==> src/tca_pkg.sv <==
// Purpose: Shared constants and types for the trip cause annunciator
// Assumes: 100 MHz system clock
// Notes: Display codes are four ASCII characters packed into 32 bits
package tca_pkg;

  // ---------------------------------------------------------------
  // Timing
  // ---------------------------------------------------------------
  localparam int unsigned CLK_MHZ = 100;          // System clock rate
  localparam int unsigned DEBOUNCE_MS = 20;       // Button settle time
  localparam int unsigned DEBOUNCE_CYC = DEBOUNCE_MS * 1000 * CLK_MHZ;
  localparam int unsigned OVERRIDE_MULT = 100;    // Override level, times rating

  // ---------------------------------------------------------------
  // Display codes
  // ---------------------------------------------------------------
  localparam logic [31:0] CODE_BLANK = 32'h2020_2020;
  localparam logic [31:0] OVERLOAD_PICKUP_WARNING_CODE = 32'h4C4F_4144;
  localparam logic [31:0] LONG_DELAY_TRIP_CODE = 32'h4C4F_4E47;
  localparam logic [31:0] SHORT_DELAY_TRIP_CODE = 32'h5348_5254;
  localparam logic [31:0] INSTANT_TRIP_CODE = 32'h494E_5354;
  localparam logic [31:0] GROUND_FAULT_TRIP_CODE = 32'h4752_4E44;
  localparam logic [31:0] DISCRIMINATOR_TRIP_CODE = 32'h4449_5343;
  localparam logic [31:0] OVERRIDE_TRIP_CODE = 32'h4F56_5244;
  localparam logic [31:0] OVER_RANGE_CODE = 32'h5247_4F56;
  localparam logic [31:0] TEST_CODE = 32'h5445_5354;
  localparam logic [31:0] PLUG_FAULT_CODE = 32'h504C_5547;
  localparam logic [31:0] DATA_MEM_FAULT_CODE = 32'h4452_414D;
  localparam logic [31:0] PROG_MEM_FAULT_CODE = 32'h5052_4F4D;

  // ---------------------------------------------------------------
  // Types
  // ---------------------------------------------------------------
  // Trip cause, one bit each, as raised by the protection side
  typedef struct packed {
    logic long_delay;
    logic short_delay;
    logic instant;
    logic ground;
    logic discrim;
    logic override_trip;
  } tca_cause_s;

  localparam tca_cause_s CAUSE_NONE = '{default: 1'b0};

  // Current pointer position
  typedef enum logic [3:0] {
    PTR_CODE = 4'b0001,
    PTR_A    = 4'b0010,
    PTR_B    = 4'b0100,
    PTR_C    = 4'b1000
  } tca_ptr_e;

endpackage

==> src/tca_button.sv <==
// Purpose: Debounce one pushbutton and give a single press pulse
// Assumes: Raw input is asynchronous to clock
// Notes: A press is reported once the level has been stable low-to-high
`timescale 1ns/1ps
module tca_button
  import tca_pkg::*;
#(
  parameter int unsigned SETTLE_CYC = DEBOUNCE_CYC
) (
  input wire logic clock,
  input wire logic rst_n,
  input wire logic raw,
  output logic pressed,
  output logic press
);

  // -------------------------------------------------------------
  // Synchroniser and filter
  // -------------------------------------------------------------
  logic sync_a;          // First stage, read only by sync_b
  logic sync_b;          // Second stage
  logic [31:0] count;    // Stability counter
  wire stable_done = (count >= SETTLE_CYC - 1);
  wire differs = (sync_b != pressed);

  // Two flops before anything looks at the pin
  always_ff @(posedge clock or negedge rst_n) begin
    if (!rst_n) begin
      sync_a <= 1'b0;
      sync_b <= 1'b0;
    end else begin
      sync_a <= raw;
      sync_b <= sync_a;
    end
  end

  // Level must hold for the whole settle time to be accepted
  always_ff @(posedge clock or negedge rst_n) begin
    if (!rst_n) begin
      count <= 32'h0000_0000;
      pressed <= 1'b0;
      press <= 1'b0;
    end else begin
      press <= 1'b0;
      if (!differs) begin
        count <= 32'h0000_0000;
      end else if (stable_done) begin
        count <= 32'h0000_0000;
        pressed <= sync_b;
        press <= sync_b;
      end else begin
        count <= count + 32'h0000_0001;
      end
    end
  end

  one_pulse_a: assert property (@(posedge clock) disable iff (!rst_n)
    press |=> !press) else $error("press lasted more than one cycle");

endmodule // tca_button

==> src/tca_annunciator.sv <==
// Purpose: Trip cause annunciator: codes, frozen currents, LEDs, relays
// Assumes: Protection side gives one-cycle trip pulses and current words
// Notes: Buttons are raw pins; all other inputs are on clock
//
// Summary of operation
// - Trip shows distinct cause code per function
// - Pickup without trip shows overload warning
// - Discriminator trip shows its own code
// - Override trip shows its own code
// - Override detected near hundred times rating
// - Test code shown while test button held
// - Test code removed on button release
// - Test code only for full trip tests
// - Rating plug problem shows plug code
// - Data memory failure shows its code
// - Program memory failure shows its code
// - Reset reruns memory self-tests
// - Override trips on partial current value
// - Override interrogation shows over-range code; here only if the peak phase at trip reached accuracy_limit
// - Cause code latched until step press
// - Trip currents frozen until trip reset
// - Long-delay trip lights LED, shows code
// - Long-delay trip closes long-delay relay
// - Step walks phases A, B, C currents
// - Reset clears codes, currents, LED
`timescale 1ns/1ps
module tca_annunciator
  import tca_pkg::*;
#(
  parameter int unsigned CUR_W = 16,            // Current word width
  parameter int unsigned SETTLE_CYC = DEBOUNCE_CYC
) (
  input wire logic clock,
  input wire logic rst_n,
  input wire tca_cause_s trip_cause,            // One-cycle trip pulses
  input wire logic overload_pickup,             // Above long-delay pickup
  input wire logic [CUR_W-1:0] current_a,       // Running RMS, phase A
  input wire logic [CUR_W-1:0] current_b,
  input wire logic [CUR_W-1:0] current_c,
  input wire logic [CUR_W-1:0] current_g,
  input wire logic [CUR_W-1:0] rating,          // Frame or sensor rating
  input wire logic [CUR_W-1:0] accuracy_limit,  // Top of sensor range
  input wire logic plug_fault,
  input wire logic data_mem_fail,
  input wire logic prog_mem_fail,
  input wire logic selftest_done,               // One-cycle result strobe
  input wire logic phase_trip_test_select,
  input wire logic ground_trip_test_select,
  input wire logic test_button_raw,
  input wire logic step_button_raw,
  input wire logic reset_button_raw,
  output logic [31:0] display_code,             // Four ASCII characters
  output logic display_is_code,                 // 1 code, 0 numeric
  output logic [CUR_W-1:0] display_value,
  output tca_ptr_e pointer,
  output tca_cause_s cause_led,
  output logic long_delay_relay,
  output logic short_circuit_relay,
  output logic ground_relay,
  output logic override_detect,                 // Override level reached
  output logic selftest_start,                  // Rerun memory tests
  output logic [CUR_W-1:0] frozen_g
);

  // -------------------------------------------------------------
  // Buttons
  // -------------------------------------------------------------
  logic test_held;   // Debounced test level
  logic step_press;  // One pulse per step press
  logic reset_press; // One pulse per reset press

  // Test is read as a held level, step and reset as single pulses; each
  // pin has its own filter so a bouncing contact never moves another
  tca_button #(.SETTLE_CYC(SETTLE_CYC)) u_test (
    .clock(clock), .rst_n(rst_n), .raw(test_button_raw),
    .pressed(test_held), .press());
  tca_button #(.SETTLE_CYC(SETTLE_CYC)) u_step (
    .clock(clock), .rst_n(rst_n), .raw(step_button_raw),
    .pressed(), .press(step_press));
  tca_button #(.SETTLE_CYC(SETTLE_CYC)) u_reset (
    .clock(clock), .rst_n(rst_n), .raw(reset_button_raw),
    .pressed(), .press(reset_press));

  // -------------------------------------------------------------
  // Decode
  // -------------------------------------------------------------
  logic tripped;                 // A trip is on record
  tca_cause_s cause;             // Latched cause
  logic [CUR_W-1:0] frz_a;
  logic [CUR_W-1:0] frz_b;
  logic [CUR_W-1:0] frz_c;
  logic over_range;              // Override beyond sensor range
  tca_ptr_e next_pointer;
  logic [CUR_W+7:0] override_level;
  logic [CUR_W:0] peak;

  wire any_trip = |trip_cause;
  // Override threshold scaled by the fixed multiple; the product is exact,
  // so any tolerance around the nominal level must come in on the rating
  // word. The eight extra bits keep a full-scale rating from wrapping.
  assign override_level = rating * 8'(OVERRIDE_MULT);
  // Largest phase, used for range check
  assign peak = {1'b0, (current_a > current_b) ?
                 ((current_a > current_c) ? current_a : current_c) :
                 ((current_b > current_c) ? current_b : current_c)};
  assign override_detect = ({8'h00, peak[CUR_W-1:0]} >= override_level);
  wire full_test = phase_trip_test_select | ground_trip_test_select;
  wire show_test = test_held & full_test;

  // Cause code chosen by priority, most severe first
  wire [31:0] cause_code =
    cause.override_trip ? OVERRIDE_TRIP_CODE :
    cause.discrim       ? DISCRIMINATOR_TRIP_CODE :
    cause.instant       ? INSTANT_TRIP_CODE :
    cause.short_delay   ? SHORT_DELAY_TRIP_CODE :
    cause.ground        ? GROUND_FAULT_TRIP_CODE :
    LONG_DELAY_TRIP_CODE;

  // Step sequence: code, A, B, C, then back to A
  always_comb begin
    next_pointer = pointer;
    unique case (pointer)
      PTR_CODE: next_pointer = PTR_A;
      PTR_A:    next_pointer = PTR_B;
      PTR_B:    next_pointer = PTR_C;
      PTR_C:    next_pointer = PTR_A;
      default:  next_pointer = PTR_CODE;
    endcase
  end

  // -------------------------------------------------------------
  // Trip record
  // -------------------------------------------------------------
  // A trip freezes the running value, which may be partial on fast
  // trips; reset wins over a new trip so the operator always clears
  always_ff @(posedge clock or negedge rst_n) begin
    if (!rst_n) begin
      tripped <= 1'b0;
      cause <= CAUSE_NONE;
      over_range <= 1'b0;
      frz_a <= '0;
      frz_b <= '0;
      frz_c <= '0;
      frozen_g <= '0;
    end else if (reset_press) begin
      tripped <= 1'b0;
      cause <= CAUSE_NONE;
      over_range <= 1'b0;
      frz_a <= '0;
      frz_b <= '0;
      frz_c <= '0;
      frozen_g <= '0;
    end else if (any_trip && !tripped) begin
      tripped <= 1'b1;
      cause <= trip_cause;
      over_range <= (peak[CUR_W-1:0] >= accuracy_limit);
      frz_a <= current_a;
      frz_b <= current_b;
      frz_c <= current_c;
      frozen_g <= current_g;
    end
  end

  // Pointer parks on the code until step, then walks phases
  always_ff @(posedge clock or negedge rst_n) begin
    if (!rst_n) begin
      pointer <= PTR_CODE;
    end else if (reset_press || (any_trip && !tripped)) begin
      pointer <= PTR_CODE;
    end else if (step_press && tripped) begin
      pointer <= next_pointer;
    end
  end

  // -------------------------------------------------------------
  // Self-test rerun and fault latches
  // -------------------------------------------------------------
  logic data_fault;
  logic prog_fault;

  // Reset request kicks a fresh memory test. A result strobe in the same
  // cycle as a reset press wins, so a failing memory is never hidden
  // by the clear that the reset itself causes
  always_ff @(posedge clock or negedge rst_n) begin
    if (!rst_n) begin
      selftest_start <= 1'b0;
      data_fault <= 1'b0;
      prog_fault <= 1'b0;
    end else begin
      selftest_start <= reset_press;
      if (selftest_done) begin
        data_fault <= data_mem_fail;
        prog_fault <= prog_mem_fail;
      end else if (reset_press) begin
        data_fault <= 1'b0;
        prog_fault <= 1'b0;
      end
    end
  end

  // -------------------------------------------------------------
  // Display selection
  // -------------------------------------------------------------
  // Trip record outranks the test message and trouble codes
  wire [CUR_W-1:0] phase_val = (pointer == PTR_A) ? frz_a :
                               (pointer == PTR_B) ? frz_b : frz_c;
  wire code_shown = tripped && (pointer == PTR_CODE);
  wire ovr_shown = tripped && !code_shown && cause.override_trip && over_range;
  wire [31:0] next_code =
    code_shown    ? cause_code :
    ovr_shown     ? OVER_RANGE_CODE :
    tripped       ? CODE_BLANK :
    show_test     ? TEST_CODE :
    prog_fault    ? PROG_MEM_FAULT_CODE :
    data_fault    ? DATA_MEM_FAULT_CODE :
    plug_fault    ? PLUG_FAULT_CODE :
    overload_pickup ? OVERLOAD_PICKUP_WARNING_CODE :
    CODE_BLANK;
  wire next_is_code = !(tripped && !code_shown && !ovr_shown);

  // Registered display drive; the numeric word is forced to zero while a
  // code is up so a stale current never shows beside a message
  always_ff @(posedge clock or negedge rst_n) begin
    if (!rst_n) begin
      display_code <= CODE_BLANK;
      display_is_code <= 1'b1;
      display_value <= '0;
    end else begin
      display_code <= next_code;
      display_is_code <= next_is_code;
      display_value <= next_is_code ? '0 : phase_val;
    end
  end

  // -------------------------------------------------------------
  // LEDs and relays
  // -------------------------------------------------------------
  // Indicators follow the latched cause, so reset drops them all
  // The short circuit relay gathers every fast trip cause
  assign cause_led = cause;
  assign long_delay_relay = cause.long_delay;
  assign short_circuit_relay = cause.short_delay | cause.instant |
                               cause.discrim | cause.override_trip;
  assign ground_relay = cause.ground;

  // -------------------------------------------------------------
  // Checks
  // -------------------------------------------------------------
  // Cause code stays up until the operator steps or resets
  code_latched_a: assert property (@(posedge clock) disable iff (!rst_n)
    (code_shown && !step_press && !reset_press) |=> code_shown)
    else $error("cause code dropped without step");
  // Compared with the cause as latched, so a reset right after a trip is legal
  trip_shows_a: assert property (@(posedge clock) disable iff (!rst_n)
    (any_trip && !tripped && !reset_press) |=> ##1 (display_code == $past(cause_code)))
    else $error("trip did not show cause code");
  ld_relay_a: assert property (@(posedge clock) disable iff (!rst_n)
    (trip_cause.long_delay && !tripped && !reset_press) |=>
    (long_delay_relay && cause_led.long_delay))
    else $error("long delay relay or led not set");
  reset_clear_a: assert property (@(posedge clock) disable iff (!rst_n)
    reset_press |=> (!tripped && cause_led == CAUSE_NONE && !long_delay_relay))
    else $error("reset did not clear record");
  frozen_hold_a: assert property (@(posedge clock) disable iff (!rst_n)
    (tripped && !reset_press) |=> $stable(frz_a) && $stable(frozen_g))
    else $error("frozen current moved");
  test_show_a: assert property (@(posedge clock) disable iff (!rst_n)
    (!tripped && show_test && !$past(tripped)) |=> (display_code == TEST_CODE))
    else $error("test code missing");
  test_gone_a: assert property (@(posedge clock) disable iff (!rst_n)
    !test_held |=> (display_code != TEST_CODE))
    else $error("test code stayed after release");
  selftest_a: assert property (@(posedge clock) disable iff (!rst_n)
    reset_press |=> selftest_start)
    else $error("reset did not rerun self-test");
  step_walk_a: assert property (@(posedge clock) disable iff (!rst_n)
    (tripped && pointer == PTR_A && step_press && !reset_press && !any_trip)
    |=> pointer == PTR_B)
    else $error("step did not advance pointer");
  // Override interrogation beyond sensor range shows the over-range code, never a number
  range_show_a: assert property (@(posedge clock) disable iff (!rst_n)
    (tripped && cause.override_trip && over_range && pointer != PTR_CODE)
    |=> (display_code == OVER_RANGE_CODE && display_is_code))
    else $error("over-range code not shown");
  mem_latch_a: assert property (@(posedge clock) disable iff (!rst_n)
    selftest_done |=> (data_fault == $past(data_mem_fail) &&
    prog_fault == $past(prog_mem_fail)))
    else $error("memory test result not latched");
  warn_show_a: assert property (@(posedge clock) disable iff (!rst_n)
    (!tripped && !show_test && !prog_fault && !data_fault && !plug_fault &&
    overload_pickup) |=> (display_code == OVERLOAD_PICKUP_WARNING_CODE))
    else $error("overload warning not shown");
  pointer_onehot_a: assert property (@(posedge clock) disable iff (!rst_n)
    $onehot(pointer))
    else $error("pointer lost its single position");

  // Main scenarios the bench is expected to reach
  trip_seen_c: cover property (@(posedge clock) disable iff (!rst_n)
    any_trip && !tripped);
  walk_c_c: cover property (@(posedge clock) disable iff (!rst_n)
    tripped && pointer == PTR_C);
  over_range_c: cover property (@(posedge clock) disable iff (!rst_n)
    display_code == OVER_RANGE_CODE);
  test_c: cover property (@(posedge clock) disable iff (!rst_n)
    display_code == TEST_CODE);
  mem_fault_c: cover property (@(posedge clock) disable iff (!rst_n)
    display_code == DATA_MEM_FAULT_CODE);

endmodule // tca_annunciator

==> config.mk <==
export PLATFORM = sky130hd
export DESIGN_NAME = tca_annunciator
export DESIGN_NICKNAME = d
export VERILOG_FILES = /design/src/tca_pkg.sv /design/src/tca_button.sv /design/src/tca_annunciator.sv
export SDC_FILE = /design/constraint.sdc
export NUM_CORES = 1
export LEC_CHECK = 0
export BUFFER_PORTS_ARGS = -buffer_cell sky130_fd_sc_hd__clkbuf_2
export CAP_MARGIN = 10
export CELL_PAD_IN_SITES_DETAIL_PLACEMENT = 1
export CELL_PAD_IN_SITES_GLOBAL_PLACEMENT = 1
export CORE_ASPECT_RATIO = 0.9
export CORE_MARGIN = 2
export CORE_UTILIZATION = 41
export DETAILED_ROUTE_END_ITERATION = 7
export GPL_TIMING_DRIVEN = 1
export HOLD_SLACK_MARGIN = 0.12
export PLACE_DENSITY = 0.9
export SETUP_SLACK_MARGIN = 0.05
export SYNTH_ARGS = -nofsm -noshare
export SYNTH_HDL_FRONTEND = slang
export SYNTH_HIERARCHICAL = 1
export SYNTH_SLANG_ARGS = --single-unit
==> constraint.sdc <==
create_clock -name clock -period 3.9 [get_ports clock]
set_clock_uncertainty 0.15 [all_clocks]
set_input_delay 0.195 -clock clock [delete_from_list [all_inputs] [get_ports clock]]
set_output_delay 0.195 -clock clock [all_outputs]
set_load 0.02 [all_outputs]
==> Word-level counts from Yosys, hierarchy flattened <==
Index checks and enable logic that the tools add are counted.
Widths: inputs -> output; s select.
{ "totals": {"output_inout_bits": 80, "register_bits": 234} }
{ "op_classes": {"bitwise": 5, "magnitude_cmp": 8, "mul": 1, "n_addsub": 3, "n_mux": 49, "eq_ne": 7, "reduce_logical": 20} }
{ "op_table": {"columns": ["op", "count"], "rows": [
  ["$mux 31", 8],
  ["$mux 16", 14],
  ["$mux 32", 6],
  ["$mux 29", 4],
  ["$add 32x1->32 const B", 3],
  ["$ge 32x21->1 const B", 3],
  ["$gt 16x16->1", 3],
  ["$mux 28", 1],
  ["$ge 16x23->1", 1],
  ["$mul 16x5->21 const B", 1],
  ["$ge 16x16->1", 1],
  ["$mux 6", 2],
  ["$pmux 4 s3", 1],
  ["$mux 1", 11],
  ["$mux 4", 2],
  ["$logic_and 1x1->1", 7],
  ["$reduce_and 2->1", 3],
  ["$reduce_bool 2->1", 3],
  ["$reduce_or 6->1", 1],
  ["$eq 4x1->1 const B", 1],
  ["$eq 4x2->1 const B", 1],
  ["$eq 4x3->1 const B", 1],
  ["$eq 4x4->1 const B", 1],
  ["$logic_not 1->1", 4],
  ["5 further kinds", 10]
]} }

==> Logic depth before layout (Yosys ltp) <==
Gate-level depths: netlist (run 1).
{ "logic_depth": {"ltp_word": 9, "ltp_mapped": 21, "ltp_nobuf": 21} }

==> By module <==
The synthesis (run 1) kept the hierarchy.
{ "by_module_without_submodules": {"columns": ["module", "area_per_inst_um2", "n_inst", "cells_each"], "rows": [
  ["tca_annunciator", 8664.6, 1, 1005],
  ["tca_button", 1731.7, 3, 147]
]} }

==> Worst setup path before layout (run 1) <==
OpenSTA, ideal clock, no wires.
{ "synth_timing": {"path_kind": "input -> output", "startpoint": "in rating[2]", "endpoint": "out override_detect", "path_buffers": 0, "slack_ns": -0.717, "required_time_ns": 3.555, "t_arrival_ns": 4.272, "cell_stages": 17, "cell_sequence": "ha_1 ha_1 fa_1 ha_1 nor2b_1 o21a_1 o21ai_0 nand2b_1 a31o_2 a31oi_1 nand2_1 ha_1 nand4_1 or4_1 a211oi_2 o21ai_1 a2111oi_2"} }
{ "synth_between": {"elab_chain_len": 2} }
{ "synth_rtl": {"columns": ["element", "line_no", "text"], "rows": [
  ["start: declaration", "tca_annunciator.sv:41", "input wire logic [CUR_W-1:0] rating,"],
  ["$mul 16x5->21", "tca_annunciator.sv:101", "assign override_level = rating * 8'(OVERRIDE_MULT);"],
  ["$ge 16x23->1", "tca_annunciator.sv:106", "assign override_detect = ({8'h00, peak[CUR_W-1:0]} >= override_level);"],
  ["end: declaration", "tca_annunciator.sv:60", "output logic override_detect,"]
]} }
No other way between the ends.

==> Final worst setup path (run 1) <==
{ "layout_timing": {"startpoint": "in current_b[9]", "endpoint": "out override_detect"} }
{ "layout_between": {"elab_chain_len": 4, "elab_cells_between_ends": 5, "cone_classes": "order compare: 3; mux: 2"} }
{ "layout_rtl": {"columns": ["element", "line_no", "text"], "rows": [
  ["start: declaration", "tca_annunciator.sv:38", "input wire logic [CUR_W-1:0] current_b,"],
  ["$gt 16x16->1", "tca_annunciator.sv:105", "((current_b > current_c) ? current_b : current_c)};"],
  ["$mux 16", "tca_annunciator.sv:105", null],
  ["$mux 16 *", "tca_annunciator.sv:103", "assign peak = {1'b0, (current_a > current_b) ?"],
  ["$ge 16x23->1 *", "tca_annunciator.sv:106", null]
]} }
Every way passes the cells marked *; elsewhere a longest branch is shown, timed or not.

==> out/metrics.cfg, run 1 <==
[drt]
viasPerCell = 5.89
drt-initial-drc-count = 765
routed_wl_um = 53900
route.detailed.drc = 0
wl_met2_um = 27600
postRouteAntennaNets = 0
wl_per_cell_um = 23.4
vias = 13531
wirelength_met1_um = 19300
route.met3.wl_um = 3410
dr.pass1.iters = 4
topRoutingLayerUsed = met4

[die]
die_x_um = 197
die_area_mm2 = 0.0352
die_h_um = 178
coreArea_mm2 = 0.0330
ios = 194
initial_utilization_pct = 41.8
row_count = 63

[power]
p_int_w = 0.00474
pwr-share-clk_pct = 30.9
p_total_w = 0.00712
peakVddDrop_mv = 0.238
power.density_mw_per_mm2 = 391
comb_power_share_pct = 32.4
swShare_pct = 33.4
power_frac_seq_pct = 36.6
leakagePower_nw = 8.59
power_switching_w = 0.00238

[clock_network]
cts-htree-levels = 1
root_buffer = clkbuf_16
clock_latency_ps = 520
clk_path_buf_depth = 3
clock_sinks = 225
cts_tree = yes
numCtsBuffers = 23
clk_pin_slew_ps = 60

[sta]
fin_crit_ps = 4850
relSlewSlack_pct = 20.2
final.period_utilization_pct = 124
worst_slack_ps = -951
finalSetupViolations = 2
max_freq_mhz = 206
hold_violations = 0
tightest_slew_ps = 1190
rsz0062_at_grt = yes
final_max_slew_viol_count = 0

[setup_path]
worst_setup_path_start_kind = input pin
crit_start = current_b[9]
arrival_ps = 4510
cp_slowest_cell = or4_1
crit_top_cell = buf_4
crit_path_max_incr_delay_ps = 620
worst_setup_path_end_kind = output pin
criticalPathCategory = in2out
crit_fanout = 7
timing.rr.start = tripped$_DFFE_PN0N_
worstPathCellList = clkbuf_2, buf_4, ha_1, nand4_1, nor4_2, o21ai_1, o211ai_1, and2_4, nand2_2, buf_4, o22ai_1, a21oi_2, ha_1, nand4_1, or4_1, a211oi_2, o21ai_2, a2111oi_4, buf_4
cp.required_ps = 3560

[status]
violations = setup timing
status = finished, violations left

[finish]
nets = 2118
fillers = 3684
drive_gt1_share_pct = 27.5
multi_input_area_mm2 = 0.00787
register_area_mm2 = 0.00564
area_growth_pct = 31.8

[placement]
hpwl_um = 32100
gp_congestion = 0.886
pre_cts_slack_ps = -924
io_buffers = 189

[global_routing]
grt_usage_pct = 29.4
antenna_found_initial = 3
grt_overflow_total = 0
grt_max_degree = 101
grt_pass1_wl_um = 81300
grt_pass1_vias = 15071

[logic_synthesis]
yosysWarnings = 6
synth_area_mm2 = 0.0138
avgSynthCellArea_um2 = 9.58
synthCells = 1442

[hold_path]
worstHoldPathType = in2async

[flow_run]
drv_cap = 0

-- routing by layer --
layer | track usage (%) | up-vias
met5 | 0 | -
met4 | 16.6 | 0
met3 | 5.79 | 272
met2 | 54.3 | 601
met1 | 31.3 | 6770
li1 | - | 5888
-- path summary, 6_finish.rpt --
check	slack [ps]	cells after the start	endpoint
worst max register to register	1280	5	display_code[27]$_DFF_PN0_
max in group asynchronous	2450	3	display_is_code$_DFF_PN1_
worst min register to register	210	0	u_reset/sync_b$_DFF_PN0_
min in group clock	210	0	u_reset/sync_b$_DFF_PN0_
worst min-delay path	160	2	frozen_g[3]$_DFFE_PN0N_
worst max-delay path	-950	19	override_detect
-- cell usage in the layout (no fill, tap or decap), drive strengths merged, types with 32 or more instances in the layout --
cell type / n
nand2: 199
nand3: 37
ha: 133
buf: 162
conb: 37
a21oi: 143
nor2: 62
o21ai: 38
nand4: 32
clkbuf: 218
nor3: 63
dfrtp: 222
dlygate4sd3: 84
inv: 107
a211oi: 36
-- final cells by class --
cell class,instances,area share (%)
flip-flops and latches,225,30.9
well taps,422,2.90
repair buffers,431,16.7
diodes,2,0.0275
clock buffers,33,3.53
clock inverters,7,0.481
multi-input cells,1072,43.2
inverters,107,2.21
-- sequential cells by signal (all words and copies together), names as in the netlist, 4 cells and up --
register / count
cause_led: 4
frz_a: 16
frz_c: 16
frz_b: 16
display_code: 22
u_step/count: 32
display_value: 16
frozen_g: 16
pointer: 4
u_reset/count: 32
u_test/count: 32
-- power by group through the flow --
stage | logic, W | clock network, W | registers [W]
after CTS | 0.00200 | 0.00221 | 0.00259
after global placement | 0.00177 | 0 | 0.00262
final | 0.00231 | 0.00220 | 0.00261
after floorplan | 0.00104 | 0 | 0.00268
after global routing | 0.00247 | 0.00234 | 0.00262
after detailed placement | 0.00190 | 0 | 0.00263
-- worst max-delay path, delay by kind of cell --
kind / cells / cell delay (ps)
buffers and inverters: 4 / 640
adder cells (fa/ha/maj): 2 / 680
AND/OR/NAND/NOR: 6 / 1820
AO/OA/AOI/OAI: 7 / 1160
-- per-stage QoR --
step / TNS [ps] / hold slack, ps / utilization (%) / std cells / area, um2
2_1_floorplan: -325 / -251 / - / 1475 / 14100
3_3_place_gp: -825 / 121 / 49.5 / 2164 / 16400
3_5_place_dp: -1180 / 130 / 49.5 / 2164 / 16400
4_1_cts: -819 / 192 / 54.5 / 2288 / 18000
5_1_grt: -1190 / 215 / 55.1 / 2298 / 18200
6_report: -973 / 158 / 55.1 / 2299 / 18200
-- what timing repair did --
| action | 4_1_cts | 5_1_grt |
|---|---|---|
| gates cloned | 0 | 0 |
| pin swaps | 2 | 10 |
| gates resized for setup | 11 | 30 |
| endpoints found under the hold margin | 185 | 0 |
| setup endpoints to repair | 1 | 2 |
| hold buffers | 84 | 0 |
| buffers inserted | 0 | 9 |
Note: power is estimated with default switching activity, not from simulation.
==> run 2: changes to the inputs <==
Settings changed: RECOVER_POWER from default to 25.
==> run 2 against run 1 <==
The flow finishes with violations (capacitance limit, slew limit, setup timing). Non-clock buffer count is the same. Combinational power is essentially flat. Sequential share of layout area grew 0.062 points. Critical endpoint unchanged. Largest cell class unchanged. Largest power group unchanged.
==> out/metrics.cfg, run 2 (synthesis gave the netlist of run 1 again) <==
[status]
status = finished, violations left
violations = capacitance limit, slew limit, setup timing

[clock_network]
clk_path_buf_depth = 3  ; unchanged
cts_tree = yes
clk_pin_slew_ps = 60  ; about the same
clock_sinks = 225  ; unchanged
clock_latency_ps = 510  ; about the same
root_buffer = clkbuf_16
numCtsBuffers = 23  ; unchanged
cts-htree-levels = 1  ; unchanged

[power]
power_switching_w = 0.00238  ; about the same
pwr-share-clk_pct = 31.0  ; about the same
power.density_mw_per_mm2 = 391  ; about the same
leakagePower_nw = 8.52  ; -0.81%
power_frac_seq_pct = 36.7  ; about the same
peakVddDrop_mv = 0.238  ; +0.10%
p_int_w = 0.00473  ; -0.19%
swShare_pct = 33.4  ; about the same
comb_power_share_pct = 32.4  ; about the same

[setup_path]
reg2reg_to = display_code[27]$_DFF_PN0_
cp.required_ps = 3560  ; about the same
worstPathCellList = clkbuf_2, buf_4, ha_1, nand4_1, nor4_2, o21ai_1, o211ai_1, and2_4, nand2_2, buf_4, o22ai_1, a21oi_2, ha_1, nand4_1, or4_1, a211oi_2, o21ai_2, a2111oi_4, buf_4
crit_top_cell = buf_4
crit_start = current_b[9]
cp_slowest_cell = or4_1
reg2reg_slack_ps = 1250  ; -30 ps
arrival_ps = 4500  ; about the same
rr_worst_depth = 5  ; unchanged
crit_end = override_detect
worst_setup_path_end_kind = output pin
criticalPathCategory = in2out
timing.rr.start = tripped$_DFFE_PN0N_
crit_fanout = 7  ; unchanged
worst_setup_path_start_kind = input pin
crit_path_max_incr_delay_ps = 620  ; about the same

[finish]
final_area_mm2 = 0.0182  ; -0.20%
layout_commonest_cell = dfrtp_1
finish.utilization_pct = 55.0  ; -0.11 points
largestRegisters = u_reset/count (32), u_step/count (32), u_test/count (32)
drive_gt1_share_pct = 26.4  ; -1.1 points
layout_common_cells = 221 x dfrtp_1, 197 x nand2_1, 164 x clkbuf_2, 157 x buf_4, 134 x a21oi_1
nets = 2118  ; unchanged
instances_no_fill = 2299  ; unchanged
area_growth_pct = 31.6

[global_routing]
grt_pass1_wl_um = 81300  ; unchanged
antenna_found_initial = 3  ; unchanged
grt_usage_pct = 29.4  ; unchanged
grt_pass1_vias = 15071  ; unchanged
grt_overflow_total = 0  ; unchanged
grt_max_degree = 101  ; unchanged

[sta]
worst_slack_ps = -944  ; +7.24 ps
tightest_slew_ps = 2600  ; +1400 ps
final_max_slew_viol_count = 100  ; +100
hold_ws_ps = 214  ; +56.1 ps
relSlewSlack_pct = -73.1  ; -93 points
final.period_utilization_pct = 124  ; -0.19 points
rsz0062_at_grt = yes
hold_violations = 0  ; unchanged
max_freq_mhz = 206  ; +0.15%
finalSetupViolations = 2  ; unchanged
fin_crit_ps = 4840  ; -7.24 ps

[placement]
hpwl_um = 32100  ; unchanged
pre_cts_slack_ps = -924  ; unchanged
dpl-instance-area_mm2 = 0.0164  ; unchanged
gp_congestion = 0.886  ; unchanged
io_buffers = 189  ; unchanged
dpl.cell_count = 2164  ; unchanged

[die]
coreArea_mm2 = 0.0330  ; unchanged
die_area_mm2 = 0.0352  ; unchanged
row_count = 63  ; unchanged
initial_utilization_pct = 41.8  ; unchanged
ios = 194  ; unchanged
die_x_um = 197  ; unchanged
die_h_um = 178  ; unchanged

[drt]
wl_per_cell_um = 23.4  ; -0.10%
viasPerCell = 5.87  ; -0.24%
route.detailed.drc = 0  ; unchanged
drt-initial-drc-count = 754  ; -1.4%
vias = 13498  ; -0.24%
dr.pass1.iters = 5  ; +1
postRouteAntennaNets = 0  ; unchanged
routed_wl_um = 53800  ; -0.10%

[hold_path]
worstHoldPathType = reg2reg

[flow_run]
drv_cap = 1  ; +1

run 2: cell types whose count changed in the layout (fill, tap and decap cells not counted), sizes merged:
cell    before  now
clkbuf     218  219
buf        162  161
run 2: power by group through the flow:
stage | clock network [W] | registers (W) | logic [W]
2_1_floorplan | 0 | 0.00268 | 0.00104
3_3_place_gp | 0 | 0.00262 | 0.00177
3_5_place_dp | 0 | 0.00263 | 0.00190
4_1_cts | 0.00221 | 0.00259 | 0.00200
5_1_grt | 0.00234 | 0.00262 | 0.00246
6_report | 0.00220 | 0.00261 | 0.00230
run 2: through the flow:
step	power, W	setup TNS [ps]
final	0.00711	-947
after global routing	0.00741	-1190
after CTS	0.00681	-819
after detailed placement	0.00454	-1180
after global placement	0.00439	-825
after floorplan	0.00373	-325
run 2: worst min path at each step:
stage | startpoint | to | cells after the start
after CTS | rst_n | display_code[22]$_DFF_PN0_ | 2
final | u_reset/sync_a$_DFF_PN0_ | u_reset/sync_b$_DFF_PN0_ | 0
after detailed placement | rst_n | frozen_g[3]$_DFFE_PN0N_ | 1
after floorplan | rst_n | cause_led[0]$_DFFE_PN0N_ | 0
after global placement | rst_n | display_code[22]$_DFF_PN0_ | 1
after global routing | reset_button_raw | u_reset/sync_a$_DFF_PN0_ | 2
run 2: worst max-delay path, delay by kind of cell:
kind                     cells  cell delay, ps
adder cells (fa/ha/maj)      2             680
AND/OR/NAND/NOR              6            1810
buffers and inverters        4             640
AO/OA/AOI/OAI                7            1160
run 2: routing by layer:
layer  share of wire (%)  global-route usage [%]
met1                  36                    31.3
met2                  51                    54.3
met3                 6.1                    5.79
met4                 6.5                    16.6
met5                   0                       0
run 2: final cells by class:
cell class | count | area, um2
Fill cell | 3700 | 14900
Multi-Input combinational cell | 1072 | 7870
Sequential cell | 225 | 5640
Timing Repair Buffer | 431 | 3000
Clock buffer | 33 | 643
Tap cell | 422 | 528
Inverter | 107 | 402
Clock inverter | 7 | 87.6
Antenna cell | 2 | 5.00
run 2: timing repair:
action | CTS | global route
endpoints found under the setup margin | 1 | 2
hold endpoints to repair | 185 | 0
pin swaps | 2 | 10
hold buffers | 84 | 0
buffers inserted | 0 | 9
gates cloned | 0 | 0
resized for setup | 11 | 30
==> run 3: changes to the inputs <==
Settings changed: CORE_UTILIZATION 41 to 48, PLACE_DENSITY 0.9 to 0.95, SKIP_CTS_REPAIR_TIMING from default to 1, SYNTH_HIERARCHICAL 1 to default.
Clock period 3.9 ns to 6.24 ns, I/O delays scaled along.
==> run 3 against run 2 <==
The flow finishes with violations (capacitance limit, slew limit). Design area fell by 13%. Synthesized cell count fell by 4.7%. Clock power fell by 27%. Sequential power fell by 38%. Die area fell by 20%. Non-clock buffer count fell by 152. Wire length fell by 14%. Via count fell by 12%. First-iteration DRC count rose by 12%. Count of clock-buffer cells in the layout rose by 3. Critical endpoint unchanged. Largest cell class unchanged. Highest routed layer unchanged.
==> out/metrics.cfg, run 3 <==
[power]
power.density_mw_per_mm2 = 276  ; -29%
leakagePower_nw = 7.64  ; -10%
p_total_w = 0.00437  ; -38%
p_int_w = 0.00296  ; -37%
power_switching_w = 0.00141  ; -41%
swShare_pct = 32.2  ; -1.2 points
comb_power_share_pct = 25.9  ; -6.5 points
power_frac_seq_pct = 37.1  ; +0.4 points
peakVddDrop_mv = 0.157  ; -34%
pwr-share-clk_pct = 36.9  ; +5.9 points

[drt]
postRouteAntennaNets = 0  ; unchanged
viasPerCell = 5.91  ; +0.62%
dr.pass1.iters = 6  ; +1
drt-initial-drc-count = 848  ; +12%
wl_per_cell_um = 22.9  ; -2.2%
routed_wl_um = 46300  ; -14%
vias = 11933  ; -12%
route.detailed.drc = 0  ; unchanged

[global_routing]
grt_usage_pct = 26.8  ; -2.6 points
grt_max_degree = 95  ; -5.9%
antenna_found_initial = 1  ; -2
grt_pass1_vias = 12135  ; -19%
grt_overflow_total = 0  ; unchanged
grt_pass1_wl_um = 61200  ; -25%

[logic_synthesis]
avgSynthCellArea_um2 = 9.35  ; -2.3%
synth_area_mm2 = 0.0129  ; -6.9%
synth_area_leaders = dfrtp_1 43%, ha_1 13%, nand2_1 6.0%
ys_seq_elements = 225
seq_area_frac_synth_pct = 43.8
synthArstFlopShare_pct = 100
synth_top_area_cell = dfrtp_1
synth_top_area_share_pct = 43.2
netlist_top_cells_count = 222 x dfrtp_1, 206 x nand2_1, 139 x nor2_1
ys.flop_type = dfrtp_1
synth.most_common_cell = dfrtp_1
synth_cell_types = 65
yosysWarnings = 0  ; -6
synth_edf_count = 0
synthCells = 1374  ; -4.7%

[sta]
relSlewSlack_pct = -205  ; -130 points
final_max_slew_viol_count = 173  ; +73%
hold_ws_ps = 201  ; -12.9 ps
fin_crit_ps = 6110
max_freq_mhz = 164
final.period_utilization_pct = 97.9
tns_ps = 0  ; +947 ps
worst_slack_ps = 130  ; +1070 ps
finalSetupViolations = 0  ; -2
tightest_slew_ps = 4570  ; +1980 ps
hold_violations = 0  ; unchanged

[finish]
nets = 1912  ; -9.7%
layout_common_cells = 221 x dfrtp_1, 206 x nand2_1, 163 x clkbuf_2, 138 x nor2_1, 134 x ha_1
instances_no_fill = 2020  ; -12%
largestRegisters = u_reset.count (32), u_step.count (32), u_test.count (32)
drive_gt1_share_pct = 13.9  ; -13 points
area_growth_pct = 23.1
layout_commonest_cell = dfrtp_1

[placement]
pre_cts_slack_ps = 664  ; +1590 ps
dpl.cell_count = 1892  ; -13%
gp_congestion = 0.913  ; +3.1%
hpwl_um = 27900  ; -13%
io_buffers = 189  ; unchanged

[setup_path]
cp.required_ps = 5780  ; +2220 ps
criticalPathCategory = in2out
crit_fanout = 28  ; +21
arrival_ps = 5650  ; +1150 ps
worst_setup_path_end_kind = output pin
worst_setup_path_start_kind = input pin

[clock_network]
clk_pin_slew_ps = 60  ; about the same
clk_path_buf_depth = 3  ; unchanged
cts_tree = yes
numCtsBuffers = 25  ; +8.7%
cts-htree-levels = 1  ; unchanged
clock_sinks = 225  ; unchanged
clock_latency_ps = 530  ; +20 ps
root_buffer = clkbuf_16

[die]
ios = 194  ; unchanged
coreArea_mm2 = 0.0262  ; -21%
die_h_um = 159  ; -11%
row_count = 56  ; -11%
die_x_um = 176  ; -11%
initial_utilization_pct = 49.0  ; +7.2 points
die_area_mm2 = 0.0281  ; -20%

[status]
violations = capacitance limit, slew limit
status = finished, violations left

[flow_run]
drv_cap = 2  ; +1

[hold_path]
worstHoldPathType = reg2reg

## run 3: changes by cell type in the layout (fill, tap and decap cells not counted), sizes merged, moves of 14 or more
cell,change
nor2,+77
or3,-19
nor3,-49
a211oi,-15
a31oi,+14
a21oi,-28
buf,-154
## run 3: critical path: stages
cell and delay (ps):
dlygate4sd3_1 580, clkbuf_2 160, inv_1 120, ha_1 160, nor2b_1 60, o21ai_0 250, nand2_1 130, a211oi_2 220
a41oi_2 100, nand2_1 790, o22ai_1 190, a31oi_1 290, ha_1 300, a21o_1 200, a21o_1 200, a21oi_1 180
nor2_1 80, a2111oi_0 450, o221ai_1 200, a21o_1 200, a31oi_1 230, nor4_2 90, clkbuf_2 160
## run 3: kinds of logic (layout without fill, tap and decap cells)
logic type               after synthesis  in the layout  synth area share (%)
buffers and inverters                160            421                  5.19
AO/OA/AOI/OAI                        269            269                  13.1
multiplexers                          22             22                  1.78
XOR/XNOR                              69             69                  4.70
AND/OR/NAND/NOR                      483            483                  16.6
flip-flops                           225            225                  43.8
other                                  1             38                0.0292
adder cells (fa/ha/maj)              145            145                  14.8
## run 3: power groups by stage
| stage | sequential, W | clock [W] | combinational, W |
|---|---|---|---|
| global route | 0.00163 | 0.00168 | 0.00123 |
| floorplan | 0.00168 | 0 | 0.000620 |
| finish | 0.00162 | 0.00161 | 0.00113 |
| CTS | 0.00161 | 0.00161 | 0.00104 |
| detailed placement | 0.00164 | 0 | 0.00102 |
| global placement | 0.00163 | 0 | 0.000952 |
## run 3: worst paths after layout
| check | start | endpoint | slack [ps] | cells after the start |
|---|---|---|---|---|
| hold / removal | u_reset.sync_a$_DFF_PN0_ | u_reset.sync_b$_DFF_PN0_ | 200 | 0 |
| max in group asynchronous | rst_n | u_reset.press$_DFF_PN0_ | 1090 | 3 |
| hold reg to reg | u_reset.sync_a$_DFF_PN0_ | u_reset.sync_b$_DFF_PN0_ | 200 | 0 |
| setup reg to reg | u_reset.press$_DFF_PN0_ | data_fault$_DFFE_PN0P_ | 1690 | 3 |
| min in group asynchronous | rst_n | display_code[1]$_DFF_PN0_ | 2030 | 2 |
| setup / recovery | current_b[0] | override_detect | 130 | 23 |
## run 3: layout make-up
type                    instances  area (um2)
well taps                     348         435
diodes                          1        2.50
multi-input cells            1025        6700
clock inverters                 9         155
flip-flops and latches        225        5640
repair buffers                279        1800
clock buffers                  36         737
inverters                      97         364
fillers                      3026       10400
## run 3: routing by layer
metal  GRT usage [%]  part of all wire [%]  vias up
met4            8.79                   5.6        0
met5               0                     0        -
met2            47.8                    50      580
met1            32.1                    37     5894
li1                -                     -     5234
met3            5.40                   6.7      225
## run 3: through the flow
| step | instance area (um2) | util [%] |
|---|---|---|
| final | 15800 | 60.4 |
| after detailed placement | 14200 | 54.0 |
| after floorplan | 13000 | - |
| after CTS | 15000 | 57.4 |
| after global routing | 15800 | 60.4 |
| after global placement | 14200 | 54.0 |
